## config.mk

```make
export PLATFORM = sky130hd
export DESIGN_NAME = psr_top
export DESIGN_NICKNAME = d
export VERILOG_FILES = /design/src/rtl/psr_pkg.sv /design/src/rtl/psr_sync.sv /design/src/rtl/psr_top.sv
export SDC_FILE = /design/constraint.sdc
export NUM_CORES = 1
export LEC_CHECK = 0
export ABC_AREA = 1
export ABC_CLOCK_PERIOD_IN_PS = 2600
export BUFFER_PORTS_ARGS = -buffer_cell sky130_fd_sc_hd__buf_2
export CORE_MARGIN = 1.5
export CORE_UTILIZATION = 54
export CTS_BUF_LIST = sky130_fd_sc_hd__clkbuf_16
export CTS_CLUSTER_DIAMETER = 100
export CTS_CLUSTER_SIZE = 24
export DETAILED_ROUTE_END_ITERATION = 8
export GPL_ROUTABILITY_DRIVEN = 0
export PLACE_DENSITY = 0.9
export REMOVE_ABC_BUFFERS = 1
export SYNTH_ARGS = -nofsm -noshare
export SYNTH_HDL_FRONTEND = slang
export SYNTH_SLANG_ARGS = --single-unit
export TNS_END_PERCENT = 10
```

## constraint.sdc

```tcl
create_clock -name ref_clk -period 2.6 [get_ports ref_clk]
set_clock_uncertainty 0.15 [all_clocks]
set_input_delay 0.65 -clock ref_clk [delete_from_list [all_inputs] [get_ports ref_clk]]
set_output_delay 0.65 -clock ref_clk [all_outputs]
set_load 0.02 [all_outputs]
```

## src/rtl/psr_pkg.sv

```systemverilog
// package for the parallel-to-serial shift register: register map, field positions,
// reset values and pin bundle type.
// assumes a classic wishbone master with byte addresses on a 32-bit data bus.
package psr_pkg;

   // ------------------------------------------------------------
   // sizes
   // ------------------------------------------------------------
   localparam int PSR_STAGES = 8;
   localparam int PSR_ADR_W = 4;
   localparam int PSR_DAT_W = 32;

   // ------------------------------------------------------------
   // register byte offsets
   // ------------------------------------------------------------
   localparam logic [PSR_ADR_W-1:0] PSR_REG_CTRL = 4'h0;
   localparam logic [PSR_ADR_W-1:0] PSR_REG_PDATA = 4'h4;
   localparam logic [PSR_ADR_W-1:0] PSR_REG_STAT = 4'h8;

   // ------------------------------------------------------------
   // control register fields
   // ------------------------------------------------------------
   localparam int PSR_CTRL_STEP = 0;
   localparam int PSR_CTRL_LOADSEL_N = 1;
   localparam int PSR_CTRL_SERIAL = 2;
   localparam int PSR_CTRL_PIN_EN = 3;
   localparam int PSR_CTRL_W = 4;

   // ------------------------------------------------------------
   // reset values
   // ------------------------------------------------------------
   localparam logic [PSR_CTRL_W-1:0] PSR_CTRL_RST = 4'h8;
   localparam logic [PSR_STAGES-1:0] PSR_PDATA_RST = 8'h00;
   localparam logic [PSR_STAGES-1:0] PSR_STAGE_RST = 8'h00;

   // ------------------------------------------------------------
   // pin bundle from the controlling logic
   // ------------------------------------------------------------
   typedef struct packed {
      logic masterClearN;
      logic loadSelectN;
      logic clockGateN;
      logic shiftClock;
      logic serialIn;
      logic [PSR_STAGES-1:0] parallelIn;
   } psr_pins_t;

   localparam int PSR_PINS_W = $bits(psr_pins_t);

endpackage

```

## src/rtl/psr_sync.sv

```systemverilog
// two flip-flop synchroniser for a bundle of asynchronous levels.
// assumes each bit is an independent level; no word coherence is given.
`timescale 1ns/100ps
module psr_sync
   import psr_pkg::*;
#(
   parameter int W = 1
) (
   // clock and control
   input wire logic ref_clk,
   input wire logic srst,
   input wire logic clkEn,
   // levels
   input wire logic [W-1:0] asyncIn,
   output logic [W-1:0] syncOut
);

   typedef struct packed {
      logic [W-1:0] meta;
      logic [W-1:0] stable;
   } psr_sync_t;

   psr_sync_t st_r;
   psr_sync_t st_nxt;

   initial begin
      if (W < 1) $error("psr_sync: width must be positive");
   end

   always_comb begin
      st_nxt = st_r;
      if (clkEn) begin
         st_nxt.meta = asyncIn;
         st_nxt.stable = st_r.meta;
      end
   end

   always_ff @(posedge ref_clk) begin
      if (srst) begin
         st_r <= '0;
      end else begin
         st_r <= st_nxt;
      end
   end

   assign syncOut = st_r.stable;

endmodule

```

## src/rtl/psr_top.sv

```systemverilog
// eight-stage parallel-in serial-out shift register with a wishbone register port.
// assumes the pin bundle is asynchronous to ref_clk and the wishbone master runs on ref_clk.
`timescale 1ns/100ps
module psr_top
   import psr_pkg::*;
#(
   parameter int NSTAGES = PSR_STAGES
) (
   // clock, reset, enable
   input wire logic ref_clk,
   input wire logic srst,
   input wire logic clkEn,
   // pins from the controlling logic and the serial output
   input wire psr_pins_t pins,
   output logic serialOut,
   // wishbone slave
   input wire logic wbCyc,
   input wire logic wbStb,
   input wire logic wbWe,
   input wire logic [PSR_ADR_W-1:0] wbAdr,
   input wire logic [3:0] wbSel,
   input wire logic [PSR_DAT_W-1:0] wbDatI,
   output logic [PSR_DAT_W-1:0] wbDatO,
   output logic wbAck
);

   // ------------------------------------------------------------
   // state
   // ------------------------------------------------------------
   typedef struct packed {
      logic [NSTAGES-1:0] stage;
      logic serialOut;
      logic effClkPrev;
      logic [PSR_CTRL_W-1:0] ctrl;
      logic [NSTAGES-1:0] pdata;
      logic ack;
      logic [PSR_DAT_W-1:0] datO;
   } psr_state_t;

   psr_state_t st_r;
   psr_state_t st_nxt;
   psr_pins_t pinsSync;

   initial begin
      if (NSTAGES != PSR_STAGES) $error("psr_top: stage count must match the pin bundle");
   end

   // ------------------------------------------------------------
   // pin synchronisers
   // ------------------------------------------------------------
   psr_sync #(
      .W(PSR_PINS_W)
   ) u_sync (
      .ref_clk(ref_clk),
      .srst(srst),
      .clkEn(clkEn),
      .asyncIn(pins),
      .syncOut(pinsSync)
   );

   // ------------------------------------------------------------
   // helpers
   // ------------------------------------------------------------
   // one clocked step: load when select is low, else shift toward the last stage
   function automatic logic [NSTAGES-1:0] stepStages(
      input logic [NSTAGES-1:0] cur,
      input logic loadSelN,
      input logic sin,
      input logic [NSTAGES-1:0] par
   );
      logic [NSTAGES-1:0] res;
      if (!loadSelN) begin
         res = par;
      end else begin
         res = {cur[NSTAGES-2:0], sin};
      end
      return res;
   endfunction

   function automatic logic regHit(
      input logic [PSR_ADR_W-1:0] adr,
      input logic [PSR_ADR_W-1:0] off
   );
      return adr == off;
   endfunction

   // ------------------------------------------------------------
   // next state
   // ------------------------------------------------------------
   logic effClk;
   logic pinEdge;
   logic wbReq;
   logic swStep;

   always_comb begin
      st_nxt = st_r;
      effClk = pinsSync.shiftClock | pinsSync.clockGateN;
      pinEdge = effClk & ~st_r.effClkPrev & st_r.ctrl[PSR_CTRL_PIN_EN];
      wbReq = wbCyc & wbStb & ~st_r.ack;
      swStep = 1'b0;
      if (clkEn) begin
         st_nxt.effClkPrev = effClk;
         st_nxt.ack = wbReq;
         st_nxt.datO = '0;
         st_nxt.ctrl[PSR_CTRL_STEP] = 1'b0;
         if (wbReq) begin
            if (regHit(wbAdr, PSR_REG_CTRL)) begin
               if (wbWe && wbSel[0]) begin
                  st_nxt.ctrl = wbDatI[PSR_CTRL_W-1:0];
                  // the step bit is a strobe and never stays set
                  st_nxt.ctrl[PSR_CTRL_STEP] = 1'b0;
                  swStep = wbDatI[PSR_CTRL_STEP];
               end
               st_nxt.datO[PSR_CTRL_W-1:0] = st_r.ctrl;
            end else if (regHit(wbAdr, PSR_REG_PDATA)) begin
               if (wbWe && wbSel[0]) begin
                  st_nxt.pdata = wbDatI[NSTAGES-1:0];
               end
               st_nxt.datO[NSTAGES-1:0] = st_r.pdata;
            end else if (regHit(wbAdr, PSR_REG_STAT)) begin
               st_nxt.datO[NSTAGES-1:0] = st_r.stage;
            end
            if (wbWe) begin
               st_nxt.datO = '0;
            end
         end
         if (!pinsSync.masterClearN) begin
            st_nxt.stage = PSR_STAGE_RST;
         end else if (pinEdge) begin
            st_nxt.stage = stepStages(st_r.stage, pinsSync.loadSelectN, pinsSync.serialIn,
                                      pinsSync.parallelIn);
         end else if (swStep) begin
            st_nxt.stage = stepStages(st_r.stage, wbDatI[PSR_CTRL_LOADSEL_N],
                                      wbDatI[PSR_CTRL_SERIAL], st_r.pdata);
         end
         st_nxt.serialOut = st_nxt.stage[NSTAGES-1];
      end
   end

   // ------------------------------------------------------------
   // registers
   // ------------------------------------------------------------
   always_ff @(posedge ref_clk) begin
      if (srst) begin
         st_r.stage <= PSR_STAGE_RST;
         st_r.serialOut <= 1'b0;
         st_r.effClkPrev <= 1'b1;
         st_r.ctrl <= PSR_CTRL_RST;
         st_r.pdata <= PSR_PDATA_RST;
         st_r.ack <= 1'b0;
         st_r.datO <= '0;
      end else begin
         st_r <= st_nxt;
      end
   end

   assign serialOut = st_r.serialOut;
   assign wbDatO = st_r.datO;
   assign wbAck = st_r.ack;

endmodule

```

**Word level (Yosys, flattened, before mapping)**

Cells that the tools add are included.

- Register bits after elaboration: 80
- Output and inout bits: 34
- Word-level logic and storage cells: 46

- Bitwise logic cells: 8
- Reductions and logical operators: 5
- Equal/unequal tests: 3
- Multiplexer cells: 20

Operator list:

| kind | number |
|---|---|
| 8-bit two-way mux | 12 |
| 9-bit two-way mux | 1 |
| 4-bit two-way mux | 2 |
| 1-bit two-way mux | 5 |
| 5-bit AND reduction | 1 |
| 1-bit AND | 4 |
| 4-bit by 3-bit == test with 1-bit output (second input constant) | 1 |
| 4-bit == test (second input constant) | 1 |
| 4-bit logical NOT | 1 |
| 4-bit AND reduction | 1 |
| 3-bit != test (second input constant) | 1 |
| 1-bit inverter | 3 |
| 2-bit AND reduction | 1 |
| 1-bit logical AND | 1 |
| 1-bit OR | 1 |

**Depth between registers and ports, before layout**

Gate-level depths: netlist (run 1).

- Word-level depth: 8
- Depth in mapped cells: 10

**Modules after synthesis**

From an unflattened synthesis (run 1), not the netlist that was laid out.

- Cells, all modules: 484
- Area, all modules: 3164.3 µm²

By module, submodules not included:

| module | cells each | seq. area each (µm²) | area each (µm²) | instances |
|---|---|---|---|---|
| psr_top | 306 | 580.6 | 1945.6 | 1 |
| psr_sync | 178 | 520.5 | 1218.7 | 1 |

**Worst setup path before layout (run 1)**

OpenSTA, ideal clock, no wires.

- Kind: input -> register
- From: in wbCyc
- To: reg st_r[35] (netlist bit)
- Arrival: 1442 ps
- Cell stages on the path: 6
- Slack: 892 ps
- Library setup time: 116 ps
- Data required time: 2334 ps
- Path through: nand4_1 inv_1 nand3_1 buf_2 o21ai_0 nor2_1

- Cells in the longest elaborated chain, start to end: 3

Ends and longest elaborated chain:

| what | line | text |
|---|---|---|
| start: declaration | psr_top.sv:17 | `input wire logic wbCyc,` |
| 1-bit AND (2 in series) | psr_top.sv:99 | `wbReq = wbCyc & wbStb & ~st_r.ack;` |
| 5-bit AND reduction (no line) | -- |  |
| end signal: assignment | psr_top.sv:153 | `st_r <= st_nxt;` |
| end: declaration | psr_top.sv:40 | `psr_state_t st_r;` |

No other way between the ends.
A chain may end at the register's enable or synchronous reset.

**Worst setup path after layout (run 1)**

- From: in wbAdr[2]
- To: reg st_r[33] (netlist bit)

- Cells in the longest elaborated chain, start to end: 3
- Elaborated cells between the ends (all ways): 4
- Those cells by class: 1 x eq/ne; 1 x bitwise; 2 x reduce/logical

Ends and longest elaborated chain:

| what | line | text |
|---|---|---|
| start: declaration | psr_top.sv:20 | `input wire logic [PSR_ADR_W-1:0] wbAdr,` |
| 4-bit logical NOT | psr_top.sv:84 | `return adr == off;` |
| 1-bit inverter (no line) | -- |  |
| 5-bit AND reduction (no line) (*) | -- |  |

Every way passes the cells marked *; elsewhere a longest branch is shown, timed or not.

==> results of run 1 <==
==> sequential cells by signal (all words and copies together), names as in the netlist <==
signal,cells
wbDatO,8
wbAck,1
u_sync.st_r,13
st_r,20
u_sync.syncOut,13
==> area by class of cell <==
class	count	area, µm²	area share (%)
multi-input combinational	295	1310	43.5
tap	67	83.8	2.79
inverter	28	106	3.54
sequential	55	1100	36.7
clock inverter	3	38.8	1.29
timing repair buffer	46	243	8.08
clock buffer	5	125	4.16
==> synthesized netlist by cell type <==
cell type | instances | area [µm²]
nand2_1 | 87 | 327
nor2_1 | 74 | 278
dfxtp_1 | 55 | 1100
o21ai_0 | 46 | 230
buf_4 | 32 | 240
a21oi_1 | 26 | 130
inv_1 | 25 | 93.8
nand3_1 | 16 | 80.1
clkbuf_1 | 10 | 37.5
nand4_1 | 6 | 37.5
buf_2 | 5 | 25.0
o21ai_1 | 3 | 15.0
o22ai_1 | 3 | 18.8
inv_2 | 2 | 7.51
nand2_2 | 2 | 12.5
nor2_2 | 2 | 12.5
clkinv_2 | 1 | 5.00
conb_1 | 1 | 3.75
nand2_4 | 1 | 11.3
nand3_2 | 1 | 10.0
nor2_4 | 1 | 11.3
nor3_2 | 1 | 10.0
nor3_4 | 1 | 16.3
o21ai_4 | 1 | 16.3
==> logic make-up (layout without fill, tap and decap cells) <==
logic type | after synthesis | in the layout | synth area share [%]
compound gates | 79 | 79 | 15.0
buf+inv | 75 | 82 | 15.0
simple gates | 192 | 192 | 29.5
flops | 55 | 55 | 40.3
other cells | 1 | 24 | 0.137
==> critical path, cell delays in order <==
cell,delay [ns]
buf_2,0.09
inv_1,0.10
nor2_2,0.19
nand2_2,0.13
inv_2,0.09
nand3_1,0.30
o21ai_0,0.28
a21oi_1,0.06
==> worst min-delay path by stage <==
stage / from / end / slack (ns) / depth (start not counted)
CTS: u_sync.syncOut[2] / u_sync.syncOut[2] / 0.31 / 2
detailed placement: u_sync.syncOut[2] / u_sync.syncOut[2] / 0.30 / 2
global route: wbDatO[1] / wbDatO[1] / 0.34 / 2
global placement: st_r[42] / st_r[42] / 0.30 / 2
floorplan: u_sync.syncOut[2] / u_sync.syncOut[2] / 0.28 / 2
finish: u_sync.syncOut[2] / u_sync.syncOut[2] / 0.30 / 2
==> power groups by stage <==
stage          Combinational [µW]  Sequential, µW  Clock, µW
2_1_floorplan                 147             918          0
3_3_place_gp                  214             921          0
3_5_place_dp                  220             923          0
4_1_cts                       222             904        746
5_1_grt                       255             909        779
6_report                      224             905        736
==> through the flow <==
step	area (µm²)	hold slack [ns]	total power (µW)	setup slack (ns)
detailed placement	2840	0.296	1140	0.469
global route	3000	0.335	1940	0.563
finish	3000	0.304	1860	0.719
global placement	2840	0.298	1140	0.519
CTS	3000	0.306	1870	0.764
floorplan	2510	0.281	1070	0.845
==> routing by layer <==
layer / vias to the layer above / wire length (µm)
met5: - / 0
met4: 0 / 93
met3: 12 / 381
met2: 102 / 2750
met1: 1155 / 2460
li1: 1285 / -
==> placed cells by master (no fill, tap or decap), drive strengths merged <==
master,instances
dfxtp,55
o22ai,3
o21ai,50
nor2,77
inv,27
clkinv,3
nand4,6
a21oi,26
nor3,2
bufinv,1
nand2,90
conb,24
buf,46
nand3,17
clkbuf,5
==> metrics.cfg, run 1 <==
[logic_synthesis]
yosysSeqAreaShare_pct = 40.3
yosysWarnings = 0
synth_cell_types = 24
syn_inst = 402
netlist_area_mm2 = 0.00273
syn_area_per_cell_um2 = 6.79
synth_seq_cells = 55

[clock_network]
post_cts_buffers = 0
numClockSinks = 55
cts_root_buf = clkbuf_16
clk_pin_slew_worst_paths_ns = 0.07
clk_path_buf_depth = 2
worstSkewPairLatency_ns = 0.29
cts.hold.buffers_added = 0
cts-resized-gates = 0
htree_levels = 2
numCtsBuffers = 5
cts_tree = done

[floorplanning]
ios = 93
die-width_um = 74.1
fp.coreArea_mm2 = 0.00479
initial_utilization_pct = 57.0
die_h_um = 74.1
die_area_mm2 = 0.00549
rows = 25

[route]
drt_iter0_markers = 213
routed-via-count = 2554
first_pass_iters = 5
drcViolationCount = 0
ant_nets = 0
routedWlPerCell_um = 11.4
vias_per_cell = 5.12
wl_um = 5680

[status]
status = finished, final reports clean

[worst_setup_path]
crit_arrival_ns = 1.90
regToRegEndpoint = st_r[50]
criticalPathCategory = in2reg
r2r_cells = 9
rr_startpoint = st_r[45]
crit_path_start_kind = input port
crit_end = st_r[33]
critPathLaunch = wbAdr[2]
crit_required_ns = 2.62
end_kind = flip-flop
crit_fanout = 11
r2r_slack_ns = 0.94

[timing]
hold_viol_final = 0
maxSlewViolCount = 0
finalSetupTns_ns = 0
period_needed_ns = 1.88
max_freq_mhz = 532
rsz0062_at_grt = false
finalSetupViolations = 0
post-route-period-util_pct = 72.3

[power_and_ir_drop]
p_sw_uw = 465
pwr-share-seq_pct = 48.5
clkPwrFrac_pct = 39.5
pwr-share-comb_pct = 12.0
ir_worst_vdd_v = 0.000361
internal_power_uw = 1400
p_leak_uw = 0.00137
swShare_pct = 24.9
power.density_mw_per_mm2 = 621

[finish]
final_util_pct = 62.8
finalNetCount = 490
fill_cells = 441
n_antenna_cell = 0
synthToLayoutAreaGrowth_pct = 10.0
finalNonFillerCells = 499
drive_gt1_share_pct = 15.3

[global_routing]
use_met1_pct = 27.3
antenna_found_initial = 0
use_met2_pct = 37.0
grt_pass1_wl_um = 9330
gr-total-overflow = 0
grt_pass1_vias = 2190
grtUsageTotal_pct = 21.7
busiest_layer = met2
grt_max_degree = 46
grtUsageMet3_pct = 4.74

[flow_run]
drv_cap = 0

[hold_path]
hp-class = reg2reg

[placement]
numPortBuffers = 41
dp_hpwl_um = 3980
dp.cells = 491

Power figures use the tool's default switching activity.
==> run 2, diff against run 1 <==
--- a/config.mk
+++ b/config.mk
@@ -6,16 +6,16 @@
 export NUM_CORES = 1
 export LEC_CHECK = 0
 export ABC_AREA = 1
-export ABC_CLOCK_PERIOD_IN_PS = 2600
+export ABC_CLOCK_PERIOD_IN_PS = 1700
 export BUFFER_PORTS_ARGS = -buffer_cell sky130_fd_sc_hd__buf_2
 export CORE_MARGIN = 1.5
-export CORE_UTILIZATION = 54
+export CORE_UTILIZATION = 45
 export CTS_BUF_LIST = sky130_fd_sc_hd__clkbuf_16
 export CTS_CLUSTER_DIAMETER = 100
 export CTS_CLUSTER_SIZE = 24
 export DETAILED_ROUTE_END_ITERATION = 8
 export GPL_ROUTABILITY_DRIVEN = 0
-export PLACE_DENSITY = 0.9
+export PLACE_DENSITY = 0.81
 export REMOVE_ABC_BUFFERS = 1
 export SYNTH_ARGS = -nofsm -noshare
 export SYNTH_HDL_FRONTEND = slang
==> constraint.sdc (replaced) <==
create_clock -name ref_clk -period 1.7 [get_ports ref_clk]
set_clock_uncertainty 0.15 [all_clocks]
set_input_delay 0.425 -clock ref_clk [delete_from_list [all_inputs] [get_ports ref_clk]]
set_output_delay 0.425 -clock ref_clk [all_outputs]
set_load 0.02 [all_outputs]
==> run 2 against run 1 <==
  * Worst setup slack lost 0.56 ns
  * Clock power grew 74%
  * Cell area grew 4.0%
  * Critical path depth shrank 1
  * Sequential cell count is the same
  * Via count shrank 1.1%
  * Sequential power grew 52%
  * First-iteration DRC count shrank 6.1%
  * Sequential share of layout area shrank 1.4 points
  * Critical path type is now reg2reg
  * Highest routed layer unchanged
==> metrics.cfg, run 2 (same netlist as run 1, synthesis figures left out) <==
[status]
status = finished, final reports clean  ; unchanged

[global_routing]
grt_pass1_vias = 2269  ; was 2190
antenna_found_initial = 0  ; unchanged
grt_max_degree = 46  ; unchanged
grt_pass1_wl_um = 9970  ; was 9330 µm
gr-total-overflow = 0  ; unchanged
grtUsageTotal_pct = 19.5  ; was 21.7%

[clock_network]
clk_pin_slew_worst_paths_ns = 0.07  ; about the same
numCtsBuffers = 5  ; unchanged
cts_tree = done  ; unchanged
clk_path_buf_depth = 2  ; unchanged
worstSkewPairLatency_ns = 0.29  ; about the same
htree_levels = 2  ; unchanged
numClockSinks = 55  ; unchanged
cts_root_buf = clkbuf_16  ; unchanged
cts-resized-gates = 0  ; unchanged

[route]
wl_um = 5860  ; was 5680 µm
drt_iter0_markers = 200  ; was 213
vias_per_cell = 4.90  ; was 5.12
routed-via-count = 2525  ; was 2554
drcViolationCount = 0  ; unchanged
routedWlPerCell_um = 11.4  ; about the same
first_pass_iters = 4  ; was 5
ant_nets = 0  ; unchanged

[worst_setup_path]
r2r_slack_ns = 0.16  ; was 0.94 ns
r2r_cells = 7  ; was 9
crit_end = st_r[48]  ; was st_r[33]
critPathLaunch = u_sync.syncOut[11]  ; was wbAdr[2]
end_kind = flip-flop  ; unchanged
crit_required_ns = 1.74  ; was 2.62 ns
criticalPathCategory = reg2reg  ; was in2reg
crit_arrival_ns = 1.58  ; was 1.90 ns
crit_path_start_kind = flip-flop  ; was input port
regToRegEndpoint = st_r[48]  ; was st_r[50]
crit_fanout = 11  ; unchanged
rr_startpoint = u_sync.syncOut[11]  ; was st_r[45]

[finish]
largest-register = st_r  ; unchanged
drive_gt1_share_pct = 16.8  ; was 15.3%
synthToLayoutAreaGrowth_pct = 14.4  ; was 10.0%
final_util_pct = 53.1  ; was 62.8%
layout_common_cells = nand2_1 (87), nor2_1 (74), dfxtp_1 (55)  ; unchanged
largest_reg_flops = 20  ; unchanged
n_antenna_cell = 0  ; unchanged
final_common_cell = nand2_1  ; unchanged
finalNetCount = 498  ; was 490
fill_cells = 569  ; was 441

[timing]
finalSetupTns_ns = 0  ; unchanged
max_freq_mhz = 651
period_needed_ns = 1.54
post-route-period-util_pct = 90.4
rsz0062_at_grt = true  ; was false
finalSetupViolations = 0  ; unchanged
hold_viol_final = 0  ; unchanged
maxSlewViolCount = 0  ; unchanged

[placement]
dp_hpwl_um = 4250  ; was 3980 µm
numPortBuffers = 41  ; unchanged

[hold_path]
hp-class = in2reg  ; was reg2reg

[floorplanning]
fp.coreArea_mm2 = 0.00589  ; was 0.00479 mm²
die_h_um = 80.9  ; was 74.1 µm
ios = 93  ; unchanged
die-width_um = 80.9  ; was 74.1 µm
initial_utilization_pct = 46.4  ; was 57.0%
rows = 28  ; was 25
die_area_mm2 = 0.00654  ; was 0.00549 mm²

[power_and_ir_drop]
internal_power_uw = 2300  ; was 1400 µW
p_leak_uw = 0.00143  ; was 0.00137 µW
power_uw = 3020  ; was 1860 µW
pwr-share-comb_pct = 11.8  ; was 12.0%
ir_worst_vdd_v = 0.000500  ; was 0.000361 V
swShare_pct = 23.7  ; was 24.9%
p_sw_uw = 714  ; was 465 µW
power.density_mw_per_mm2 = 966  ; was 621 mW/mm²
clkPwrFrac_pct = 42.3  ; was 39.5%
pwr-share-seq_pct = 45.8  ; was 48.5%

[flow_run]
drv_cap = 0  ; unchanged

[run 2: metrics by stage]
stage / cells / hold slack, ns / instance area, µm² / setup WS [ns]
4_1_cts: 515 / 0.204 / 3120 / 0.202
3_3_place_gp: 507 / 0.299 / 2940 / -0.00422
5_1_grt: 515 / 0.214 / 3120 / -0.0340
6_report: 515 / 0.202 / 3120 / 0.163
2_1_floorplan: 378 / 0.281 / 2510 / 0.153
3_5_place_dp: 507 / 0.299 / 2940 / -0.0612
[run 2: power by group through the flow]
stage               Clock (µW)  Sequential, µW  Combinational, µW
floorplan                    0            1400                225
global placement             0            1410                348
detailed placement           0            1410                355
CTS                       1300            1380                357
global route              1360            1390                407
finish                    1280            1380                357
[run 2: how the worst min path moves through the flow]
| stage | from | to | depth (start not counted) |
|---|---|---|---|
| finish | pins[8] | u_sync.st_r[21] | 3 |
| floorplan | u_sync.syncOut[2] | u_sync.syncOut[2] | 2 |
| detailed placement | st_r[42] | st_r[42] | 2 |
| global placement | st_r[42] | st_r[42] | 2 |
| global route | pins[5] | u_sync.st_r[18] | 3 |
| CTS | pins[7] | u_sync.st_r[20] | 3 |
[run 2: critical path, stage by stage, from the launching register on]
cell	delay, ns
dfxtp_1	0.49
inv_1	0.24
nand2_1	0.10
o21ai_0	0.08
o21ai_0	0.18
nor2_1	0.06
nor2_1	0.09
nor2_1	0.05
[run 2: cell type report]
type | instances | area (µm²) | area share, %
Tap cell | 75 | 93.8 | 3.00
Sequential cell | 55 | 1100 | 35.2
Clock inverter | 3 | 63.8 | 2.04
Multi-Input combinational cell | 295 | 1310 | 41.8
Clock buffer | 5 | 125 | 4.00
Timing Repair Buffer | 54 | 328 | 10.5
Inverter | 28 | 106 | 3.40
[run 2: timing repair]
action	4_1_cts	5_1_grt
hold buffers	0	0
setup endpoints to repair	0	2
endpoints found under the hold margin	0	0
setup buffers	0	0
[run 2: per-layer routing]
metal | GRT usage (%) | up-vias | wire length, µm
met3 | 4.38 | 9 | 426
met4 | 6.72 | 0 | 91
met2 | 32.0 | 97 | 2780
met1 | 25.1 | 1114 | 2560
li1 | - | 1305 | -
met5 | 0 | - | 0
